File: config.mk
export PLATFORM = sky130hd
export DESIGN_NAME = dduc_top
export DESIGN_NICKNAME = d
export VERILOG_FILES = /design/src/core/dduc_pkg.sv /design/src/core/dduc_channel.sv /design/src/core/dduc_top.sv
export VERILOG_INCLUDE_DIRS = /design/src /design/src/core
export SDC_FILE = /design/constraint.sdc
export NUM_CORES = 1
export LEC_CHECK = 0
export BUFFER_PORTS_ARGS = -buffer_cell sky130_fd_sc_hd__buf_2
export CAP_MARGIN = 10
export CORE_ASPECT_RATIO = 0.75
export CORE_MARGIN = 3
export CORE_UTILIZATION = 41
export CTS_BUF_LIST = sky130_fd_sc_hd__clkbuf_8
export DETAILED_ROUTE_END_ITERATION = 12
export PLACE_DENSITY_LB_ADDON = 0.3
export REMOVE_ABC_BUFFERS = 1
export SLEW_MARGIN = 20
export SYNTH_ARGS = -nofsm -noshare
export SYNTH_HDL_FRONTEND = slang
export SYNTH_SLANG_ARGS = --single-unit
File: constraint.sdc
create_clock -name clk -period 1.9 [get_ports clk]
set_input_delay 0 -clock clk [delete_from_list [all_inputs] [get_ports clk]]
set_output_delay 0 -clock clk [all_outputs]
set_load 0.01 [all_outputs]
File: src/core/dduc_consts.svh
`ifndef DDUC_CONSTS_SVH
`define DDUC_CONSTS_SVH

// register byte addresses in the special-function space
`define DDUC_ADDR_CONV0_LOW   8'hD2
`define DDUC_ADDR_CONV0_HIGH  8'hD3
`define DDUC_ADDR_CONV0_CTL   8'hD4
`define DDUC_ADDR_CONV1_LOW   8'hD5
`define DDUC_ADDR_CONV1_HIGH  8'hD6
`define DDUC_ADDR_CONV1_CTL   8'hD7

// control field positions
`define DDUC_CTL_EN_BIT       7
`define DDUC_CTL_MODE_MSB     4
`define DDUC_CTL_MODE_LSB     3
`define DDUC_CTL_FMT_MSB      2
`define DDUC_CTL_FMT_LSB      0

// writable control bits, bits 6 and 5 masked off
`define DDUC_CTL_WMASK        8'h9F

// reset values
`define DDUC_BYTE_RESET       8'h00
`define DDUC_WORD_RESET       12'h000

`endif

File: src/core/dduc_pkg.sv
`default_nettype none
package dduc_pkg;

   // update source selected by the control mode field
   typedef enum logic [1:0] {
      DDUC_UPD_ON_WRITE = 2'b00,
      DDUC_UPD_TIMER3   = 2'b01,
      DDUC_UPD_TIMER4   = 2'b10,
      DDUC_UPD_TIMER2   = 2'b11
   } dduc_mode_t;

   typedef logic [7:0]  dduc_byte_t;
   typedef logic [11:0] dduc_word_t;

endpackage : dduc_pkg

`default_nettype wire

File: src/core/dduc_channel.sv
`timescale 1ns/1ps
`default_nettype none
`include "dduc_consts.svh"

module dduc_channel (
   input  wire logic              clk,
   input  wire logic              nrst,
   input  wire logic              ce,
   input  wire logic              ctlWr,
   input  wire logic              lowWr,
   input  wire logic              highWr,
   input  wire dduc_pkg::dduc_byte_t wrData,
   input  wire logic              timer2Ovf,
   input  wire logic              timer3Ovf,
   input  wire logic              timer4Ovf,
   output var  dduc_pkg::dduc_byte_t ctlValue,
   output var  dduc_pkg::dduc_byte_t lowValue,
   output var  dduc_pkg::dduc_byte_t highValue,
   output var  dduc_pkg::dduc_word_t convWord,
   output var  logic              convEnable
);
   import dduc_pkg::*;

   dduc_byte_t ctl_reg,     ctl_next;
   dduc_byte_t pendLow_reg, pendLow_next;
   dduc_byte_t pendHi_reg,  pendHi_next;
   dduc_byte_t latLow_reg,  latLow_next;
   dduc_byte_t latHi_reg,   latHi_next;
   dduc_word_t word_reg,    word_next;
   logic       en_reg,      en_next;
   dduc_mode_t mode;
   logic       update;

   // place the latched bytes into a 12-bit word per format code
   function automatic dduc_word_t justify(input dduc_byte_t hi,
                                          input dduc_byte_t lo,
                                          input logic [2:0] fmt);
      dduc_word_t w;
      w = `DDUC_WORD_RESET;
      if (fmt[2]) begin
         w = {hi[7:0], lo[7:4]};
      end else begin
         unique case (fmt[1:0])
            2'b00: w = {hi[3:0], lo[7:0]};
            2'b01: w = {hi[4:0], lo[7:1]};
            2'b10: w = {hi[5:0], lo[7:2]};
            2'b11: w = {hi[6:0], lo[7:3]};
         endcase
      end
      return w;
   endfunction

   assign mode = dduc_mode_t'(ctl_reg[`DDUC_CTL_MODE_MSB:`DDUC_CTL_MODE_LSB]);

   // pick the update event; strobes are same-clock, no synchroniser
   always_comb begin
      update = 1'b0;
      unique case (mode)
         DDUC_UPD_ON_WRITE: update = highWr;
         DDUC_UPD_TIMER3:   update = timer3Ovf;
         DDUC_UPD_TIMER4:   update = timer4Ovf;
         DDUC_UPD_TIMER2:   update = timer2Ovf;
      endcase
   end

   // holding bytes, latches and the formatted converter word
   always_comb begin
      ctl_next     = ctl_reg;
      pendLow_next = pendLow_reg;
      pendHi_next  = pendHi_reg;
      latLow_next  = latLow_reg;
      latHi_next   = latHi_reg;
      if (ctlWr) begin
         ctl_next = wrData & `DDUC_CTL_WMASK;
      end
      if (lowWr) begin
         pendLow_next = wrData;
      end
      if (highWr) begin
         pendHi_next = wrData;
      end
      // a write in the same cycle as the update is included
      if (update) begin
         latLow_next = pendLow_next;
         latHi_next  = pendHi_next;
      end
      word_next = justify(latHi_reg, latLow_reg,
                          ctl_reg[`DDUC_CTL_FMT_MSB:`DDUC_CTL_FMT_LSB]);
      en_next   = ctl_reg[`DDUC_CTL_EN_BIT];
   end

   // everything clears on reset: disabled, on-write mode
   always_ff @(posedge clk or negedge nrst) begin
      if (!nrst) begin
         ctl_reg     <= `DDUC_BYTE_RESET;
         pendLow_reg <= `DDUC_BYTE_RESET;
         pendHi_reg  <= `DDUC_BYTE_RESET;
         latLow_reg  <= `DDUC_BYTE_RESET;
         latHi_reg   <= `DDUC_BYTE_RESET;
         word_reg    <= `DDUC_WORD_RESET;
         en_reg      <= 1'b0;
      end else if (ce) begin
         ctl_reg     <= ctl_next;
         pendLow_reg <= pendLow_next;
         pendHi_reg  <= pendHi_next;
         latLow_reg  <= latLow_next;
         latHi_reg   <= latHi_next;
         word_reg    <= word_next;
         en_reg      <= en_next;
      end
   end

   // low reads the written value, high reads the latch
   assign ctlValue   = ctl_reg;
   assign lowValue   = pendLow_reg;
   assign highValue  = latHi_reg;
   assign convWord   = word_reg;
   assign convEnable = en_reg;

endmodule // dduc_channel

`default_nettype wire

File: src/core/dduc_top.sv
`timescale 1ns/1ps
`default_nettype none
`include "dduc_consts.svh"

// Notes on behaviour
// - enable bit 7 powers channel output
// - control bits 6:5 read zero, ignored
// - mode 00 latches on high byte write
// - mode 01 latches on timer 3 overflow
// - mode 10 latches on timer 4 overflow
// - mode 11 latches on timer 2 overflow
// - format 000: high[3:0], low[7:0]
// - format 001: high[4:0], low[7:1]
// - format 010: high[5:0], low[7:2]
// - format 011: high[6:0], low[7:3]
// - format 1xx: high[7:0], low[7:4]
// - second channel, identical and independent
// - low writes wait for high write in mode 00
// - timer modes hold both bytes until overflow
// - low reads written value, high reads latch
module dduc_top (
   input  wire logic                 clk,
   input  wire logic                 nrst,
   input  wire logic                 ce,
   input  wire logic [7:0]           sfrAddr,
   input  wire dduc_pkg::dduc_byte_t sfrWrData,
   input  wire logic                 sfrWrEn,
   input  wire logic                 sfrRdEn,
   output var  dduc_pkg::dduc_byte_t sfrRdData,
   input  wire logic                 timer2Ovf,
   input  wire logic                 timer3Ovf,
   input  wire logic                 timer4Ovf,
   output var  dduc_pkg::dduc_word_t conv0Word,
   output var  dduc_pkg::dduc_word_t conv1Word,
   output var  logic                 conv0Enable,
   output var  logic                 conv1Enable
);
   import dduc_pkg::*;

   localparam int NCH = 2;

   // per-channel addresses, index 0 and 1
   localparam logic [7:0] ADDR_LOW  [NCH] =
      '{`DDUC_ADDR_CONV0_LOW,  `DDUC_ADDR_CONV1_LOW};
   localparam logic [7:0] ADDR_HIGH [NCH] =
      '{`DDUC_ADDR_CONV0_HIGH, `DDUC_ADDR_CONV1_HIGH};
   localparam logic [7:0] ADDR_CTL  [NCH] =
      '{`DDUC_ADDR_CONV0_CTL,  `DDUC_ADDR_CONV1_CTL};

   dduc_byte_t chCtl  [NCH];
   dduc_byte_t chLow  [NCH];
   dduc_byte_t chHigh [NCH];
   dduc_word_t chWord [NCH];
   logic       chEn   [NCH];
   dduc_byte_t rdData_reg, rdData_next;

   // one channel instance per converter, same behaviour each
   for (genvar i = 0; i < NCH; i++) begin : g_ch
      dduc_channel u_ch (
         .clk        (clk),
         .nrst       (nrst),
         .ce         (ce),
         .ctlWr      (sfrWrEn && (sfrAddr == ADDR_CTL[i])),
         .lowWr      (sfrWrEn && (sfrAddr == ADDR_LOW[i])),
         .highWr     (sfrWrEn && (sfrAddr == ADDR_HIGH[i])),
         .wrData     (sfrWrData),
         .timer2Ovf  (timer2Ovf),
         .timer3Ovf  (timer3Ovf),
         .timer4Ovf  (timer4Ovf),
         .ctlValue   (chCtl[i]),
         .lowValue   (chLow[i]),
         .highValue  (chHigh[i]),
         .convWord   (chWord[i]),
         .convEnable (chEn[i])
      );
   end

   // read data registered; unmapped addresses read zero and hold
   // the last answer when no read is pending
   always_comb begin
      rdData_next = rdData_reg;
      if (sfrRdEn) begin
         rdData_next = `DDUC_BYTE_RESET;
         for (int i = 0; i < NCH; i++) begin
            if (sfrAddr == ADDR_CTL[i]) begin
               rdData_next = chCtl[i];
            end
            if (sfrAddr == ADDR_LOW[i]) begin
               rdData_next = chLow[i];
            end
            if (sfrAddr == ADDR_HIGH[i]) begin
               rdData_next = chHigh[i];
            end
         end
      end
   end

   always_ff @(posedge clk or negedge nrst) begin
      if (!nrst) begin
         rdData_reg <= `DDUC_BYTE_RESET;
      end else if (ce) begin
         rdData_reg <= rdData_next;
      end
   end

   // all outputs are channel or read flip-flops
   assign sfrRdData   = rdData_reg;
   assign conv0Word   = chWord[0];
   assign conv1Word   = chWord[1];
   assign conv0Enable = chEn[0];
   assign conv1Enable = chEn[1];

endmodule // dduc_top

`default_nettype wire

==> results.py <==
metrics = {
    "run_status": {
        "status": "finished clean",
    },
    "global_routing": {
        "grt_use_total_pct": 19.2,
        "grt_overflow_total": 0,
        "met1_usage_pct": 28.2,
        "grt_antenna_before_repair": 0,
        "grt_pass1_vias": 4174,
        "use_met3_pct": 5.99,
        "met2_usage_pct": 27.7,
        "grt_pass1_wl_um": 23100,
        "grt_max_degree": 41,
        "busiest_layer": "met1",
    },
    "detailed_routing": {
        "routed_wl_um": 14200,
        "wl_per_cell_um": 19.7,
        "vias_per_cell": 5.50,
        "dr.pass1.iters": 4,
        "dr_total_vias": 3957,
        "ant_nets": 0,
        "drtIter0Drc": 382,
        "route.detailed.drc": 0,
    },
    "sta": {
        "clock_skew_ps": 14.8,
        "rsz0062_at_grt": "no",
        "fin_ws_ps": 267,
        "maxSlewHeadroom_pct": 49.9,
        "finalSetupViolations": 0,
        "maxSlewViolCount": 0,
        "hold_viol": 0,
        "fin_tns_setup_ps": 0,
        "period_needed_ps": 1630,
        "tightest_slew_ps": 752,
        "finalCritPeriodShare_pct": 86.0,
        "timing.fmax_mhz": 612,
    },
    "synthesis": {
        "synthArstFlopShare_pct": 100,
        "syn-cell-area_mm2": 0.00593,
        "yosysWarnings": 0,
        "synthTopCellsByArea": "dfrtp_1, mux2_2, mux4_2",
        "synth_top_area_share_pct": 46.5,
        "synth_top_cell_by_area": "dfrtp_1",
        "synth_edf_count": 0,
        "yosys_register_bits": 110,
        "yosys_most_used_dff": "dfrtp_1",
        "netlist_instances": 457,
        "ys_seq_area_share_pct": 46.5,
        "synth_cell_types": 35,
        "avgSynthCellArea_um2": 13.0,
    },
    "placement": {
        "dp_cells": 696,
        "place_ws_ps": 121,
        "dp_hpwl_um": 10200,
        "numPortBuffers": 57,
        "gp_congestion": 0.819,
    },
    "layout": {
        "drive_above_1_share_pct": 47.3,
        "fin_cells": 719,
        "syn2layout_area_growth_pct": 15.2,
        "final_cell_mix": "dfrtp_1, mux2_2, buf_2",
        "layout_commonest_cell": "dfrtp_1",
        "diodes": 0,
        "largest_register_ffs": 24,
        "layout.nets": 543,
    },
    "setup_path": {
        "crit_slowest_cell": "dfrtp_1",
        "crit_path_end_kind": "flop",
        "timing.rr.start": "g_ch[0].u_ch.ctlValue[3]",
        "path_cells": "mux2i_1, a21oi_1, a22oi_4, buf_12, mux2_2",
        "max_stage_delay_ps": 440,
        "cp.buffers_inverters": 1,
        "path_class": "reg -> reg",
        "crit_family": "multiplexers",
        "rr_worst_depth": 5,
        "timing.rr.end": "g_ch[0].u_ch.latLow_reg[2]",
        "rrSetupSlack_ps": 270,
        "cp.arrival_ps": 1920,
        "cp.required_ps": 2180,
        "start_kind": "flop",
        "cp_max_fo": 16,
    },
    "floorplan": {
        "die_y_um": 110,
        "die_area_mm2": 0.0159,
        "core_mm2": 0.0139,
        "die_w_um": 145,
        "rows": 37,
        "start_util_pct": 42.5,
        "ioPinCount": 58,
    },
    "pwr": {
        "p_switching_mw": 1.17,
        "p_leak_nw": 3.14,
        "p_clk_share_pct": 33.5,
        "cellPowerDensity_mw_per_mm2": 652,
        "power.internal_mw": 3.28,
        "peakVddDrop_mv": 0.321,
        "combinationalPowerShare_pct": 10.7,
        "p_seq_share_pct": 55.7,
        "netSwitchingFraction_pct": 26.3,
    },
    "clock_tree": {
        "clockBufferDepth": 2,
        "post-cts-setup-buffers": 0,
        "numCtsBuffers": 9,
        "postCtsHoldBufs": 7,
        "cts_resized": 0,
        "clk_pin_slew_ps": 110,
        "htree_levels": 3,
        "clk-insertion-delay-late_ps": 390,
        "cts_tree": "yes",
        "clockRootBuffer": "clkbuf_8",
        "numClockSinks": 110,
    },
    "hold_path": {
        "min_from": "sfrWrData[0]",
        "holdPathStages": 2,
        "min_to": "g_ch[0].u_ch.ctlValue[0]",
        "worst_hold_path_type": "in -> reg",
    },
    "run": {
        "cap_violations": 0,
    },
}
-- cells by family after synthesis --
kind of cell | share of synthesized area [%]
buffers and inverters | 2.60
flip-flops | 46.5
multiplexers | 36.2
AO/OA/AOI/OAI | 7.18
AND/OR/NAND/NOR | 7.58
-- how the worst max path moves through the flow --
stage | startpoint | to | slack, ps | depth (start not counted)
2_1_floorplan | g_ch[0].u_ch.ctlValue[3] | g_ch[0].u_ch.highValue[7] | 210 | 4
3_3_place_gp | sfrAddr[5] | g_ch[1].u_ch.lowValue[7] | 160 | 5
3_5_place_dp | sfrAddr[5] | g_ch[1].u_ch.lowValue[0] | 120 | 5
4_1_cts | g_ch[1].u_ch.ctlValue[4] | g_ch[1].u_ch.highValue[3] | 260 | 5
5_1_grt | g_ch[1].u_ch.ctlValue[4] | g_ch[1].u_ch.highValue[3] | 140 | 5
6_report | g_ch[0].u_ch.ctlValue[3] | g_ch[0].u_ch.latLow_reg[2] | 270 | 5
-- area by class of cell --
class                   count  area (um^2)
clock buffers              10          138
clock inverters             6         68.8
fillers                  1213         7110
multi-input cells         311         3020
flip-flops and latches    110         2750
well taps                 195          244
repair buffers             87          606
-- synthesized netlist by cell type (3+ instances only) --
master	instances
dfrtp_1	110
mux2_2	106
a21oi_1	37
nor2_1	32
mux2i_1	26
mux4_2	24
clkbuf_1	17
nand2_1	17
buf_1	11
mux2_4	10
o21ai_0	9
o21a_1	7
a211oi_1	6
buf_2	6
o41ai_1	6
nand3b_1	5
nand2b_1	3
-- metrics by stage --
stage | hold slack [ps] | instance area (um^2) | power, mW | utilization (%)
3_3_place_gp | 17.4 | 6550 | 2.99 | 47.0
4_1_cts | 19.8 | 6830 | 4.52 | 49.0
5_1_grt | 21.9 | 6830 | 4.68 | 49.0
3_5_place_dp | 13.0 | 6550 | 3.00 | 47.0
6_report | 51.6 | 6830 | 4.45 | 49.0
2_1_floorplan | -296 | 5770 | 2.73 | -
-- power by group through the flow --
stage	Sequential (mW)	Clock, mW	Combinational, mW
final	2.48	1.49	0.478
after global routing	2.49	1.66	0.530
after CTS	2.48	1.55	0.487
after detailed placement	2.53	0	0.474
after global placement	2.52	0	0.465
after floorplan	2.54	0	0.188
-- per-layer routing --
layer  part of all wire (%)  wire length [um]  vias up
met3                    5.0               709       10
met5                      0                 0        -
met4                    1.0               145        0
met2                     44              6240       98
met1                     50              7070     2028
li1                       -                 -     1821
Note: power is estimated with default switching activity, not from simulation.
